[src/spc_pkg.sv]
// Package: constants, types and register map of the serial port config block
package spc_pkg;

	// ------------------------------------------------------------------
	// Clock and timing
	// ------------------------------------------------------------------
	localparam int CLK_HZ = 20_000_000; // System clock rate in Hz
	localparam int OVERSAMPLE = 16; // Baud ticks per bit time

	// ------------------------------------------------------------------
	// Register map (byte addresses, one aligned word each)
	// ------------------------------------------------------------------
	localparam int ADDR_W = 8;
	localparam logic [7:0] OFS_FIRST_SERIAL_PORT = 8'h00; // first_port_param_reg
	localparam logic [7:0] OFS_SECOND_SERIAL_PORT = 8'h04; // second_port_param_reg
	localparam logic [7:0] OFS_PORT2N = 8'h08; // third_port_normal_param_reg
	localparam logic [7:0] OFS_PORT2L = 8'h0c; // third_port_link_param_reg
	localparam logic [7:0] OFS_CTRL = 8'h10; // Link control bits
	localparam logic [7:0] OFS_STAT_CFG = 8'h14; // Effective parameters
	localparam logic [7:0] OFS_STAT_MODE = 8'h18; // Interfaces and switch

	// ------------------------------------------------------------------
	// Fields and reset values
	// ------------------------------------------------------------------
	localparam logic [7:0] KEY_BYTE = 8'h55;
	localparam logic [15:0] FIRST_SERIAL_PORT_RST = 16'h0000;
	localparam logic [15:0] SECOND_SERIAL_PORT_RST = 16'h0000;
	localparam logic [15:0] PORT2N_RST = 16'h0000;
	localparam logic [15:0] PORT2L_RST = 16'h5565;
	localparam logic [15:0] LINK_FIX_VAL = 16'h5565;
	localparam int CTRL_LINK_RUN_BIT = 0; // fast_link_instruction running
	localparam int CTRL_HS_LINK_BIT = 1; // third_port_link_op mode
	localparam logic [1:0] CTRL_RST = 2'h0;
	localparam logic [7:0] P0_CODE_19200 = 8'h00;
	localparam logic [7:0] P0_CODE_9600 = 8'h01;
	localparam logic [7:0] P0_CODE_38400 = 8'h02;
	localparam logic [1:0] SW_FIRST_SERIAL_PORT_DEF = 2'h3; // Both switch bits on
	localparam logic [1:0] AXI_OKAY = 2'h0;
	localparam logic [1:0] AXI_SLVERR = 2'h2;

	// ------------------------------------------------------------------
	// Types
	// ------------------------------------------------------------------
	typedef enum logic [3:0] {
		SPC_B4800 = 4'h0, SPC_B9600 = 4'h1, SPC_B19200 = 4'h2,
		SPC_B38400 = 4'h3, SPC_B57600 = 4'h4, SPC_B76800 = 4'h5,
		SPC_B153600 = 4'h6, SPC_B307200 = 4'h7, SPC_B614400 = 4'h8
	} spc_baud_e;

	typedef enum logic [1:0] {
		SPC_PAR_NONE = 2'h0, SPC_PAR_EVEN = 2'h1, SPC_PAR_ODD = 2'h2
	} spc_par_e;

	typedef enum logic [1:0] {
		SPC_IF_STD = 2'h0, SPC_IF_MODEM = 2'h1, SPC_IF_PROG = 2'h2
	} spc_iface_e;

	// Same bit layout as a parameter low byte
	typedef struct packed {
		spc_baud_e baud; // [7:4]
		logic two_stop; // [3]
		logic eight_bits; // [2]
		spc_par_e parity; // [1:0]
	} spc_cfg_s;

	localparam spc_cfg_s DEFAULT_CFG = '{baud: SPC_B9600, two_stop: 1'b0,
		eight_bits: 1'b0, parity: SPC_PAR_EVEN};
	localparam spc_baud_e P01_MAX_BAUD = SPC_B38400;
	localparam spc_baud_e P2_MAX_BAUD = SPC_B614400;
	localparam spc_baud_e LINK_MIN_BAUD = SPC_B38400;

	// Bit rate of a baud code
	function automatic int baud_hz(input spc_baud_e b);
		unique case (b)
			SPC_B4800: baud_hz = 4800;
			SPC_B9600: baud_hz = 9600;
			SPC_B19200: baud_hz = 19200;
			SPC_B38400: baud_hz = 38400;
			SPC_B57600: baud_hz = 57600;
			SPC_B76800: baud_hz = 76800;
			SPC_B153600: baud_hz = 153600;
			SPC_B307200: baud_hz = 307200;
			default: baud_hz = 614400;
		endcase
	endfunction : baud_hz

endpackage : spc_pkg

[src/spc_param_decode.sv]
// Decoder from a keyed parameter register to an effective port setting
module spc_param_decode #(
	parameter int PORT_KIND = 0 // 0 first, 1 second, 2 third port
) (
	input wire logic [15:0] raw, // Parameter register contents
	input wire logic force_default, // Switch demands defaults
	output spc_pkg::spc_cfg_s cfg // Effective setting
);

	// ------------------------------------------------------------------
	// Elaboration check
	// ------------------------------------------------------------------
	if (PORT_KIND < 0 || PORT_KIND > 2) begin : g_bad_kind
		$error("spc_param_decode: PORT_KIND must be 0, 1 or 2");
	end

	spc_pkg::spc_cfg_s low;
	spc_pkg::spc_baud_e max_baud;

	assign low = spc_pkg::spc_cfg_s'(raw[7:0]);
	assign max_baud = (PORT_KIND == 2) ? spc_pkg::P2_MAX_BAUD :
		spc_pkg::P01_MAX_BAUD;

	// ------------------------------------------------------------------
	// Key check and per-port decoding
	// ------------------------------------------------------------------
	always_comb begin
		cfg = spc_pkg::DEFAULT_CFG;
		if (force_default || raw[15:8] != spc_pkg::KEY_BYTE) begin
			cfg = spc_pkg::DEFAULT_CFG;
		end else if (PORT_KIND == 0) begin
			// Only the rate moves; unknown codes keep the default
			unique case (raw[7:0])
				spc_pkg::P0_CODE_19200: cfg.baud = spc_pkg::SPC_B19200;
				spc_pkg::P0_CODE_9600: cfg.baud = spc_pkg::SPC_B9600;
				spc_pkg::P0_CODE_38400: cfg.baud = spc_pkg::SPC_B38400;
				default: cfg.baud = spc_pkg::SPC_B9600;
			endcase
		end else if (low.baud <= max_baud &&
			low.parity != 2'h3) begin
			// Rates above the port ceiling are refused
			cfg = low;
		end
	end

endmodule : spc_param_decode

[src/spc_serial_cfg.sv]
// Top: serial port parameter registers, AXI4-Lite slave and baud ticks
// Function
// - Defaults 9600 baud, 7 bits, even, 1 stop
// - First port reg resets zero, key gates
// - First port low byte picks only rate
// - Second port reg resets zero, key gates
// - Third port: normal or link register
// - Third port normal reg needs key byte
// - Invalid link register overwritten with 0x5565
// - 0x5565 means 153600, 8, even, 1
// - Link instruction running makes third port programmed
// - Switch selects second port interface
// - Switch sampled once after each reset release only
// - Standard interface answers protocol frames only
// - Third port reaches 614.4k, others 38.4k
//
// Added by the designer: register access over AXI4-Lite and the register addresses.
module spc_serial_cfg #(
	parameter int CLK_HZ = spc_pkg::CLK_HZ // System clock in Hz
) (
	input wire logic clk_sys, // System clock
	input wire logic reset_n, // Synchronous reset, active low
	input wire logic [1:0] iface_sel_sw, // interface_select_switch pins
	// AXI4-Lite slave
	input wire logic [7:0] s_axi_awaddr, // Write address
	input wire logic s_axi_awvalid, // Write address valid
	output logic s_axi_awready, // Write address ready
	input wire logic [31:0] s_axi_wdata, // Write data
	input wire logic [3:0] s_axi_wstrb, // Write byte strobes
	input wire logic s_axi_wvalid, // Write data valid
	output logic s_axi_wready, // Write data ready
	output logic [1:0] s_axi_bresp, // Write response
	output logic s_axi_bvalid, // Write response valid
	input wire logic s_axi_bready, // Write response ready
	input wire logic [7:0] s_axi_araddr, // Read address
	input wire logic s_axi_arvalid, // Read address valid
	output logic s_axi_arready, // Read address ready
	output logic [31:0] s_axi_rdata, // Read data
	output logic [1:0] s_axi_rresp, // Read response
	output logic s_axi_rvalid, // Read data valid
	input wire logic s_axi_rready, // Read data ready
	// Port side
	output spc_pkg::spc_cfg_s [2:0] port_cfg, // Effective settings
	output spc_pkg::spc_iface_e [2:0] port_iface, // Software interface
	output logic [2:0] std_proto_en, // Frame driver owns the port
	output logic [2:0] baud_tick // Oversample enable pulses
);

	// ------------------------------------------------------------------
	// Elaboration checks
	// ------------------------------------------------------------------
	if (CLK_HZ < spc_pkg::OVERSAMPLE * 614400) begin : g_bad_clk
		$error("spc_serial_cfg: clock too slow for the fastest rate");
	end
	if (CLK_HZ / (spc_pkg::OVERSAMPLE * 4800) > 65535) begin : g_big_clk
		$error("spc_serial_cfg: divider counter too narrow");
	end

	// Cycles per oversample tick for a rate, never below one
	function automatic logic [15:0] div_of(input spc_pkg::spc_baud_e b);
		int d;
		d = CLK_HZ / (spc_pkg::OVERSAMPLE * spc_pkg::baud_hz(b));
		if (d < 1) begin
			d = 1;
		end
		div_of = d[15:0];
	endfunction : div_of

	// Merge one write into a 16-bit register through the low two lanes
	function automatic logic [15:0] merge16(input logic [15:0] old,
		input logic [31:0] data, input logic [3:0] strb);
		logic [15:0] r;
		r = old;
		if (strb[0]) begin
			r[7:0] = data[7:0];
		end
		if (strb[1]) begin
			r[15:8] = data[15:8];
		end
		merge16 = r;
	endfunction : merge16

	// ------------------------------------------------------------------
	// State
	// ------------------------------------------------------------------
	typedef struct packed {
		logic [15:0] p0; // first_port_param_reg
		logic [15:0] p1; // second_port_param_reg
		logic [15:0] p2n; // third_port_normal_param_reg
		logic [15:0] p2l; // third_port_link_param_reg
		logic [1:0] ctrl; // Link run and link mode
		logic [1:0] sw_meta; // Switch synchroniser, first stage
		logic [1:0] sw_sync; // Switch synchroniser, second stage
		logic sw_taken; // Switch already captured
		logic [1:0] sw_val; // Captured switch position
		logic aw_got; // Write address held
		logic w_got; // Write data held
		logic [7:0] awaddr;
		logic [31:0] wdata;
		logic [3:0] wstrb;
		logic bvalid;
		logic [1:0] bresp;
		logic rvalid;
		logic [31:0] rdata;
		logic [1:0] rresp;
		spc_pkg::spc_cfg_s [2:0] cfg; // Registered effective settings
		logic [2:0][15:0] cnt; // Tick dividers
		logic [2:0] tick;
	} spc_state_s;

	spc_state_s s_q;
	spc_state_s s_d;
	spc_pkg::spc_cfg_s [2:0] dec_cfg;
	logic [2:0][15:0] dec_raw;
	logic [2:0] dec_force;
	spc_pkg::spc_iface_e [2:0] iface;
	logic link_bad;
	logic hs_link;

	// ------------------------------------------------------------------
	// Parameter decoders
	// ------------------------------------------------------------------
	assign hs_link = s_q.ctrl[spc_pkg::CTRL_HS_LINK_BIT];
	// Third port follows the register of its current mode
	assign dec_raw[0] = s_q.p0;
	assign dec_raw[1] = s_q.p1;
	assign dec_raw[2] = hs_link ? s_q.p2l : s_q.p2n;
	// Both switch bits on pin the first port to defaults
	assign dec_force[0] = s_q.sw_taken &&
		s_q.sw_val == spc_pkg::SW_FIRST_SERIAL_PORT_DEF;
	assign dec_force[1] = 1'b0;
	assign dec_force[2] = 1'b0;

	for (genvar i = 0; i < 3; i++) begin : g_dec
		spc_param_decode #(
			.PORT_KIND(i)
		) u_dec (
			.raw(dec_raw[i]),
			.force_default(dec_force[i]),
			.cfg(dec_cfg[i])
		);
	end

	// ------------------------------------------------------------------
	// Interface selection
	// ------------------------------------------------------------------
	always_comb begin
		iface[0] = spc_pkg::SPC_IF_STD;
		unique case (s_q.sw_val)
			2'h1: iface[1] = spc_pkg::SPC_IF_MODEM;
			2'h2: iface[1] = spc_pkg::SPC_IF_PROG;
			default: iface[1] = spc_pkg::SPC_IF_STD;
		endcase
		if (s_q.ctrl[spc_pkg::CTRL_LINK_RUN_BIT]) begin
			iface[2] = spc_pkg::SPC_IF_PROG;
		end else begin
			iface[2] = spc_pkg::SPC_IF_STD;
		end
	end

	// ------------------------------------------------------------------
	// Next state
	// ------------------------------------------------------------------
	always_comb begin
		spc_pkg::spc_cfg_s lnk;
		lnk = spc_pkg::spc_cfg_s'(8'h00);
		link_bad = 1'b0;
		s_d = s_q;
		// Switch pins cross into the clock domain; runs even in reset
		s_d.sw_meta = iface_sel_sw;
		s_d.sw_sync = s_q.sw_meta;

		// Capture the switch once; later movement is ignored
		if (!s_q.sw_taken) begin
			s_d.sw_taken = 1'b1;
			s_d.sw_val = s_q.sw_sync;
			if (s_q.sw_sync == spc_pkg::SW_FIRST_SERIAL_PORT_DEF) begin
				s_d.p0 = spc_pkg::FIRST_SERIAL_PORT_RST;
			end
		end

		// Write channel: address and data taken in either order
		if (s_axi_awvalid && s_axi_awready) begin
			s_d.aw_got = 1'b1;
			s_d.awaddr = s_axi_awaddr;
		end
		if (s_axi_wvalid && s_axi_wready) begin
			s_d.w_got = 1'b1;
			s_d.wdata = s_axi_wdata;
			s_d.wstrb = s_axi_wstrb;
		end
		if (s_q.aw_got && s_q.w_got) begin
			s_d.aw_got = 1'b0;
			s_d.w_got = 1'b0;
			s_d.bvalid = 1'b1;
			s_d.bresp = spc_pkg::AXI_OKAY;
			unique case (s_q.awaddr)
				spc_pkg::OFS_FIRST_SERIAL_PORT:
					s_d.p0 = merge16(s_q.p0, s_q.wdata, s_q.wstrb);
				spc_pkg::OFS_SECOND_SERIAL_PORT:
					s_d.p1 = merge16(s_q.p1, s_q.wdata, s_q.wstrb);
				spc_pkg::OFS_PORT2N:
					s_d.p2n = merge16(s_q.p2n, s_q.wdata, s_q.wstrb);
				spc_pkg::OFS_PORT2L:
					s_d.p2l = merge16(s_q.p2l, s_q.wdata, s_q.wstrb);
				spc_pkg::OFS_CTRL: begin
					if (s_q.wstrb[0]) begin
						s_d.ctrl = s_q.wdata[1:0];
					end
				end
				// Status words are read only; writes are accepted
				spc_pkg::OFS_STAT_CFG, spc_pkg::OFS_STAT_MODE: begin
				end
				default: s_d.bresp = spc_pkg::AXI_SLVERR;
			endcase
		end
		if (s_q.bvalid && s_axi_bready) begin
			s_d.bvalid = 1'b0;
		end

		// Link register is repaired in the same cycle whenever it is bad with link mode on, so a
		// bad software write is never seen by the port
		lnk = spc_pkg::spc_cfg_s'(s_d.p2l[7:0]);
		link_bad = s_d.p2l[15:8] != spc_pkg::KEY_BYTE || !lnk.eight_bits ||
			lnk.baud < spc_pkg::LINK_MIN_BAUD ||
			lnk.baud > spc_pkg::P2_MAX_BAUD;
		if (s_d.ctrl[spc_pkg::CTRL_HS_LINK_BIT] && link_bad) begin
			s_d.p2l = spc_pkg::LINK_FIX_VAL;
		end

		// Read channel: one cycle from address to data
		if (s_axi_arvalid && s_axi_arready) begin
			s_d.rvalid = 1'b1;
			s_d.rresp = spc_pkg::AXI_OKAY;
			s_d.rdata = 32'h0000_0000;
			unique case (s_axi_araddr)
				spc_pkg::OFS_FIRST_SERIAL_PORT: s_d.rdata[15:0] = s_q.p0;
				spc_pkg::OFS_SECOND_SERIAL_PORT: s_d.rdata[15:0] = s_q.p1;
				spc_pkg::OFS_PORT2N: s_d.rdata[15:0] = s_q.p2n;
				spc_pkg::OFS_PORT2L: s_d.rdata[15:0] = s_q.p2l;
				spc_pkg::OFS_CTRL: s_d.rdata[1:0] = s_q.ctrl;
				spc_pkg::OFS_STAT_CFG:
					s_d.rdata[23:0] = {s_q.cfg[2], s_q.cfg[1], s_q.cfg[0]};
				spc_pkg::OFS_STAT_MODE:
					s_d.rdata[8:0] = {s_q.sw_taken, s_q.sw_val,
						iface[2], iface[1], iface[0]};
				default: s_d.rresp = spc_pkg::AXI_SLVERR;
			endcase
		end else if (s_q.rvalid && s_axi_rready) begin
			s_d.rvalid = 1'b0;
		end

		// Settings registered, then divided into oversample ticks
		for (int i = 0; i < 3; i++) begin
			s_d.cfg[i] = dec_cfg[i];
			if (s_q.cnt[i] >= div_of(s_q.cfg[i].baud) - 16'h0001) begin
				s_d.cnt[i] = 16'h0000;
				s_d.tick[i] = 1'b1;
			end else begin
				s_d.cnt[i] = s_q.cnt[i] + 16'h0001;
				s_d.tick[i] = 1'b0;
			end
		end

		// Synchronous reset of all control state
		if (!reset_n) begin
			s_d.p0 = spc_pkg::FIRST_SERIAL_PORT_RST;
			s_d.p1 = spc_pkg::SECOND_SERIAL_PORT_RST;
			s_d.p2n = spc_pkg::PORT2N_RST;
			s_d.p2l = spc_pkg::PORT2L_RST;
			s_d.ctrl = spc_pkg::CTRL_RST;
			s_d.sw_taken = 1'b0;
			s_d.sw_val = 2'h0;
			s_d.aw_got = 1'b0;
			s_d.w_got = 1'b0;
			s_d.awaddr = 8'h00;
			s_d.wdata = 32'h0000_0000;
			s_d.wstrb = 4'h0;
			s_d.bvalid = 1'b0;
			s_d.bresp = spc_pkg::AXI_OKAY;
			s_d.rvalid = 1'b0;
			s_d.rdata = 32'h0000_0000;
			s_d.rresp = spc_pkg::AXI_OKAY;
			s_d.cfg = {3{spc_pkg::DEFAULT_CFG}};
			s_d.cnt = '0;
			s_d.tick = 3'h0;
		end
	end

	// Single register stage for the whole state
	always_ff @(posedge clk_sys) begin
		s_q <= s_d;
	end

	// ------------------------------------------------------------------
	// Outputs
	// ------------------------------------------------------------------
	// One write and one read in flight; ready drops while answering
	assign s_axi_awready = !s_q.aw_got && !s_q.bvalid;
	assign s_axi_wready = !s_q.w_got && !s_q.bvalid;
	assign s_axi_bvalid = s_q.bvalid;
	assign s_axi_bresp = s_q.bresp;
	assign s_axi_arready = !s_q.rvalid;
	assign s_axi_rvalid = s_q.rvalid;
	assign s_axi_rdata = s_q.rdata;
	assign s_axi_rresp = s_q.rresp;
	assign port_cfg = s_q.cfg;
	assign port_iface = iface;
	assign baud_tick = s_q.tick;

	// Frame driver owns only ports left on the standard interface
	for (genvar i = 0; i < 3; i++) begin : g_std
		assign std_proto_en[i] = iface[i] == spc_pkg::SPC_IF_STD;
	end

endmodule : spc_serial_cfg

[config.mk]
export PLATFORM = sky130hd
export DESIGN_NAME = spc_serial_cfg
export DESIGN_NICKNAME = d
export VERILOG_FILES = /design/src/spc_pkg.sv /design/src/spc_param_decode.sv /design/src/spc_serial_cfg.sv
export SDC_FILE = /design/constraint.sdc
export NUM_CORES = 1
export LEC_CHECK = 0
export BUFFER_PORTS_ARGS = -buffer_cell sky130_fd_sc_hd__buf_2
export CORE_MARGIN = 5
export CORE_UTILIZATION = 50
export DETAILED_ROUTE_END_ITERATION = 7
export PLACE_DENSITY = 0.71
export SETUP_SLACK_MARGIN = 0.15
export SYNTH_ARGS = -nofsm -noshare
export SYNTH_HDL_FRONTEND = slang
export SYNTH_SLANG_ARGS = --single-unit
[constraint.sdc]
create_clock -name clk_sys -period 74.3 [get_ports clk_sys]
set_input_delay 14.86 -clock clk_sys [delete_from_list [all_inputs] [get_ports clk_sys]]
set_output_delay 14.86 -clock clk_sys [all_outputs]
set_load 0.005 [all_outputs]
==> results.py, run 1 <==
metrics = {
    "clock_tree": {
        "cts.htree.levels": 1,
        "clock_tree.root_cell": "sky130_fd_sc_hd__clkbuf_16",
        "cts.hold.buffers_added": 0,
        "maximum_root_to_sink_buffer_count": 3,
        "ctsResizeCount": 0,
        "clk_transition_reported_paths_ns": 0.06,
        "cts_inserted_buffers": 26,
        "postCtsSetupRepairBufs": 0,
        "clkSinkCount": 233,
        "cts_tree": "done",
        "clk_latency_ns": 0.58,
    },
    "synthesis": {
        "post-synth-top-count-cell": "sky130_fd_sc_hd__ha_1",
        "yosys_warnings": 0,
        "synth-simple-area-share": 0.227,
        "synth_seq_cells": 233,
        "seq_area_frac_synth": 0.108,
        "postSynthCellCount": 5932,
        "synth_top_family_by_area": "compound AO/OA/AOI/OAI gates",
        "async_reset_ff_frac": 0,
        "post_synth_xor_area_fraction": 0.0671,
        "synth_top_area_frac": 0.180,
        "ys.flop_type": "sky130_fd_sc_hd__dfxtp_1",
        "syn_area_um2": 43300,
        "synth_top_area_cell": "sky130_fd_sc_hd__ha_1",
        "mux_cell_area_share_after_synthesis": 0.0650,
        "synth-compound-area-share": 0.294,
        "synth.distinct_cells": 132,
        "post_synth.cell_area_avg_um2": 7.30,
        "synth_enable_flop_cells": 0,
        "synthAdderAreaFrac": 0.184,
        "dominant_cells_by_area_after_synthesis": "sky130_fd_sc_hd__ha_1 18%, sky130_fd_sc_hd__dfxtp_1 11%, sky130_fd_sc_hd__nor2_1 5.1%, sky130_fd_sc_hd__nand2_1 4.9%, sky130_fd_sc_hd__o21ai_0 4.6%",
        "synth_commonest_cells": "624 x sky130_fd_sc_hd__ha_1, 587 x sky130_fd_sc_hd__nor2_1, 560 x sky130_fd_sc_hd__nand2_1",
    },
    "power_and_ir_drop": {
        "powerDensity_nw_per_um2": 45.4,
        "post_route_total_power_uw": 2060,
        "ir_worst_vdd_mv": 0.272,
        "static_leakage_uw": 0.0206,
    },
    "drt": {
        "wl_met3_mm": 5.41,
        "first_pass_iters": 7,
        "drt-vias-per-instance": 6.07,
        "detailroute.via_count": 43000,
        "route.top_layer_used": "met4",
        "wl_met2_mm": 54.9,
        "drt-total-wl_mm": 119,
        "drt_drc_violations_left": 0,
        "met1Wirelength_mm": 55.2,
        "detailedRoute.firstIterationViolations": 2789,
        "route.antenna.remaining_nets": 0,
        "drt-wirelength-per-cell_um": 16.8,
    },
    "sta": {
        "worst_margin_slew_ns": 1.31,
        "min_period_over_period": 0.870,
        "max-slew-margin-rel": 0.125,
        "fin_worst_skew_ns": 0.0233,
        "totalNegativeSetupSlack_ns": 0,
        "setup_viol_count_final": 0,
        "layout_min_cycle_time_ns": 64.66,
        "finalMaxSlewViolations": 0,
        "hold_slack_ns": 0.329,
        "number_of_hold_violations_in_the_final_report": 0,
        "max_freq_mhz": 15.5,
        "unrepaired_setup_endpoints_after_global_routing": "false",
    },
    "final_layout": {
        "post_route_cells_drive_above_1_share": 0.0853,
        "fin_nets": 6596,
        "layout-area-overhead-vs-synth_pct": 5.04,
        "antenna_cells": 0,
        "n_fill_cell": 8352,
        "final_area_um2": 45500,
    },
    "critical_path": {
        "worst-endpoint-arrival_ns": 65.16,
        "worst_path_largest_cell_delay_ns": 0.82,
        "worst_ep_required_time_ns": 74.80,
        "crit_path_max_fanout": 29,
        "start_kind": "register",
        "critical_path.endpoint_type": "register",
        "critPathKind": "reg2reg",
        "crit_path_frequent_cell": "sky130_fd_sc_hd__o21ai_0",
        "worst_path_dominant_cell_family": "compound AO/OA/AOI/OAI gates",
        "cp_slowest_cell": "sky130_fd_sc_hd__a2111oi_0",
        "timing.critical_path.buf_inv": 13,
    },
    "global_routing": {
        "grt_antenna_before_repair": 0,
        "first_global_vias": 40200,
        "grt_remaining_overflow": 0,
        "grt_start_max_net_pins": 94,
        "globalRouteTotalUtil": 0.239,
        "grt_first_pass_wirelength_mm": 194,
    },
    "place": {
        "portBuffers": 99,
        "post_dp_cell_area_um2": 44600,
        "dpl.hpwl_mm": 92.3,
        "place_congestion": 0.930,
    },
    "floorplanning": {
        "top_level_ports": 138,
        "std_cell_rows": 108,
        "dieArea_um2": 92600,
        "core_area_um2": 86300,
        "die_h_um": 304,
        "die_x_um": 304,
        "start_util": 0.502,
    },
    "worst_hold_path": {
        "hold_path_class": "reg2reg",
    },
    "status": {
        "outcome": "finished clean",
    },
    "job": {
        "max_cap_viol_count": 0,
    },
}
==> logic make-up (layout without fill, tap and decap cells) <==
logic type / Yosys count / after routing
AND/OR/NAND/NOR: 2037 / 2037
AO/OA/AOI/OAI: 1899 / 1899
adder cells (fa/ha/maj): 634 / 634
buffers and inverters: 537 / 503
XOR/XNOR: 331 / 331
multiplexers: 259 / 259
flip-flops: 233 / 233
other: 2 / 26
==> layout make-up <==
| type | count | area (um^2) | area share |
|---|---|---|---|
| multi-input combinational | 5186 | 36400 | 0.800 |
| sequential | 233 | 4660 | 0.103 |
| tap | 1155 | 1450 | 0.0318 |
| inverter | 290 | 1090 | 0.0239 |
| timing repair buffer | 166 | 1000 | 0.0220 |
| clock buffer | 41 | 777 | 0.0171 |
| clock inverter | 6 | 113 | 0.00248 |
==> per-stage QoR <==
| step | setup WS (ns) | utilization | cells |
|---|---|---|---|
| 2_1_floorplan | 17.87 | - | 5956 |
| 3_5_place_dp | 10.76 | 0.517 | 7030 |
| 5_1_grt | 3.25 | 0.527 | 7077 |
| 4_1_cts | 10.35 | 0.527 | 7077 |
| 6_report | 9.64 | 0.527 | 7077 |
| 3_3_place_gp | 11.38 | 0.517 | 7030 |
==> routing by layer <==
layer  global-route usage  vias up
met5                    0        -
met4               0.0669        0
met3               0.0212      215
met2                0.417     1072
met1                0.316    20100
li1                     -    21600
==> cells in the final DEF (no fill, tap or decap), drive strengths merged, types with 39 or more instances in the layout <==
| master | n |
|---|---|
| inv | 290 |
| a21oi | 398 |
| o21ai | 416 |
| nor3 | 154 |
| nand2b | 151 |
| a21boi | 126 |
| o21a | 151 |
| nand4 | 41 |
| xnor2 | 199 |
| a22oi | 39 |
| buf | 166 |
| nand3 | 147 |
| mux2 | 178 |
| and2 | 61 |
| dfxtp | 233 |
| nand2 | 562 |
| ha | 624 |
| o31ai | 82 |
| nor2b | 90 |
| clkbuf | 41 |
| a21o | 255 |
| nor4 | 39 |
| a31oi | 63 |
| a211oi | 62 |
| mux2i | 81 |
| o211ai | 42 |
| and3 | 55 |
| nor2 | 587 |
| xor2 | 132 |
==> worst reg2reg max path: cells and delay by family, from the launching register on <==
| kind | cells | cell delay [ns] |
|---|---|---|
| AOI/OAI and AO/OA | 188 | 38.23 |
| and+or+nand+nor | 77 | 13.88 |
| adders and majority gates | 23 | 6.95 |
| buffers and inverters | 13 | 2.89 |
| muxes | 7 | 2.30 |
| DFF | 1 | 0.30 |
==> power breakdown <==
part / switching, uW / internal, uW / total [uW] / leakage [uW]
registers: 3.19 / 128 / 131 / 0.00189
clock network: 55.4 / 79.0 / 134 / 0.000433
logic: 987 / 811 / 1800 / 0.0183
total: 1050 / 1020 / 2060 / 0.0206
==> final timing paths <==
path,startpoint,endpoint,slack (ns),depth (start not counted)
worst max-delay path,port_cfg[23]$_SDFF_PP0_,s_q[48]$_SDFF_PP0_,9.64,308
worst min-delay path,s_d[163]$_DFF_P_,s_q[163]$_DFF_P_,0.33,0
worst max register to register,port_cfg[23]$_SDFF_PP0_,s_q[48]$_SDFF_PP0_,9.64,308
worst min register to register,s_d[163]$_DFF_P_,s_q[163]$_DFF_P_,0.33,0
Note: power is estimated with default switching activity, not from simulation.
==> run 2: changes to the inputs <==
--- a/config.mk
+++ b/config.mk
@@ -9,7 +9,7 @@
 export CORE_MARGIN = 5
 export CORE_UTILIZATION = 50
 export DETAILED_ROUTE_END_ITERATION = 7
-export PLACE_DENSITY = 0.71
+export PLACE_DENSITY = 0.74
 export SETUP_SLACK_MARGIN = 0.15
 export SYNTH_ARGS = -nofsm -noshare
 export SYNTH_HDL_FRONTEND = slang
==> results.py, run 2 (synthesis results as in run 1) <==
metrics = {
    "sta": {
        "worst_margin_slew_ns": 1.34,
        "fin_worst_skew_ns": 0.0222,
        "number_of_hold_violations_in_the_final_report": 0,
        "totalNegativeSetupSlack_ns": 0,
        "min_period_over_period": 0.881,
        "max_freq_mhz": 15.3,
        "setup_viol_count_final": 0,
        "unrepaired_setup_endpoints_after_global_routing": "false",
        "final.setup.worst_slack_ns": 8.84,
        "layout_min_cycle_time_ns": 65.46,
        "finalMaxSlewViolations": 0,
        "max-slew-margin-rel": 0.101,
    },
    "floorplanning": {
        "dieArea_um2": 92600,
        "std_cell_rows": 108,
        "core_area_um2": 86300,
        "top_level_ports": 138,
        "die_h_um": 304,
        "die_x_um": 304,
        "start_util": 0.502,
    },
    "global_routing": {
        "grt_antenna_before_repair": 0,
        "grt_remaining_overflow": 0,
        "grt_first_pass_wirelength_mm": 193,
        "first_global_vias": 40700,
        "grt_start_max_net_pins": 66,
        "globalRouteTotalUtil": 0.237,
    },
    "final_layout": {
        "final_area_um2": 45500,
        "multi_input_gate_area_in_the_final_layout_um2": 36400,
        "post_route_cells_drive_above_1_share": 0.0851,
        "layout-area-overhead-vs-synth_pct": 4.97,
        "layout.cells.most_common": "sky130_fd_sc_hd__ha_1",
        "utilization_after_layout": 0.527,
        "fin_nets": 6596,
        "layout.cells.most_common_list": "624 x sky130_fd_sc_hd__ha_1, 587 x sky130_fd_sc_hd__nor2_1, 560 x sky130_fd_sc_hd__nand2_1",
        "n_fill_cell": 8331,
        "seqCellArea_um2": 4660,
        "antenna_cells": 0,
    },
    "drt": {
        "route.antenna.remaining_nets": 0,
        "drt-vias-per-instance": 6.07,
        "drt_drc_violations_left": 0,
        "detailedRoute.firstIterationViolations": 2986,
        "first_pass_iters": 8,
        "detailroute.via_count": 43000,
        "drt-total-wl_mm": 118,
        "drt-wirelength-per-cell_um": 16.6,
    },
    "place": {
        "place_congestion": 0.925,
        "dp_worst_setup_slack_ns": 9.90,
        "post_dp_cell_area_um2": 44600,
        "dpl.hpwl_mm": 92.5,
        "portBuffers": 99,
    },
    "power_and_ir_drop": {
        "power.share.combinational": 0.872,
        "post_route_total_power_uw": 2060,
        "p_int_uw": 1020,
        "total_switching_power_uw": 1050,
        "swShare": 0.507,
        "static_leakage_uw": 0.0206,
        "seqPwrFrac": 0.063,
        "ir_worst_vdd_mv": 0.188,
        "powerDensity_nw_per_um2": 45.4,
        "clockPowerShare": 0.064,
    },
    "critical_path": {
        "start_kind": "register",
        "crit_path_max_fanout": 29,
        "crit_path_frequent_cell": "sky130_fd_sc_hd__o21ai_0",
        "worst-endpoint-arrival_ns": 65.96,
        "critical_path.endpoint_type": "register",
        "cp_slowest_cell": "sky130_fd_sc_hd__nand2b_1",
        "worst_ep_required_time_ns": 74.80,
        "worst_path_largest_cell_delay_ns": 0.80,
        "critPathKind": "reg2reg",
    },
    "status": {
        "outcome": "finished clean",
    },
    "clock_tree": {
        "maximum_root_to_sink_buffer_count": 3,
        "clk_latency_ns": 0.57,
        "clkSinkCount": 233,
        "cts_tree": "done",
        "clk_transition_reported_paths_ns": 0.06,
        "clock_tree.root_cell": "sky130_fd_sc_hd__clkbuf_16",
        "postCtsSetupRepairBufs": 0,
        "cts.hold.buffers_added": 0,
        "cts_inserted_buffers": 27,
        "cts.htree.levels": 1,
        "ctsResizeCount": 0,
    },
    "job": {
        "max_cap_viol_count": 0,
    },
    "worst_hold_path": {
        "hold_path_class": "reg2reg",
    },
}
run 2: critical path, delay by kind of cell (launching register included):
kind	cells	cell delay [ns]
compound gates	192	38.72
buf+inv	14	3.23
flops	1	0.30
mux	3	1.01
simple gates	81	15.14
fa+ha+maj	23	6.83
run 2: worst paths after layout:
kind | end | depth (start not counted) | slack [ns] | from
max | s_q[48]$_SDFF_PP0_ | 313 | 8.84 | port_cfg[23]$_SDFF_PP0_
min reg2reg | s_q[162]$_DFF_P_ | 0 | 0.34 | s_d[162]$_DFF_P_
max reg2reg | s_q[48]$_SDFF_PP0_ | 313 | 8.84 | port_cfg[23]$_SDFF_PP0_
min | s_q[162]$_DFF_P_ | 0 | 0.34 | s_d[162]$_DFF_P_
run 2: per-stage QoR:
step,hold slack (ns),std cells
finish,0.335,7076
global placement,0.319,7029
floorplan,0.310,5956
detailed placement,0.321,7029
CTS,0.336,7076
global route,0.339,7076
run 2: cell type report:
cell class,count,area share
sequential,233,0.103
tap,1155,0.0318
multi-input combinational,5186,0.801
clock inverter,11,0.00311
clock buffer,36,0.0160
timing repair buffer,165,0.0219
inverter,290,0.0239
run 2: power by group through the flow:
stage | registers (uW) | clock network [uW] | logic, uW
after global routing | 131 | 140 | 2030
after detailed placement | 133 | 0 | 1770
after CTS | 131 | 135 | 1790
after global placement | 133 | 0 | 1710
after floorplan | 132 | 0 | 1450
final | 131 | 133 | 1800
run 2: metal layers:
metal  global-route usage  vias to the layer above  wire [um]
met1                0.301                    20000      52300
met3               0.0198                      251       5410
met5                    0                        -          0
li1                     -                    21600          -
met2                0.425                     1150      56200
met4               0.0749                        0       3770
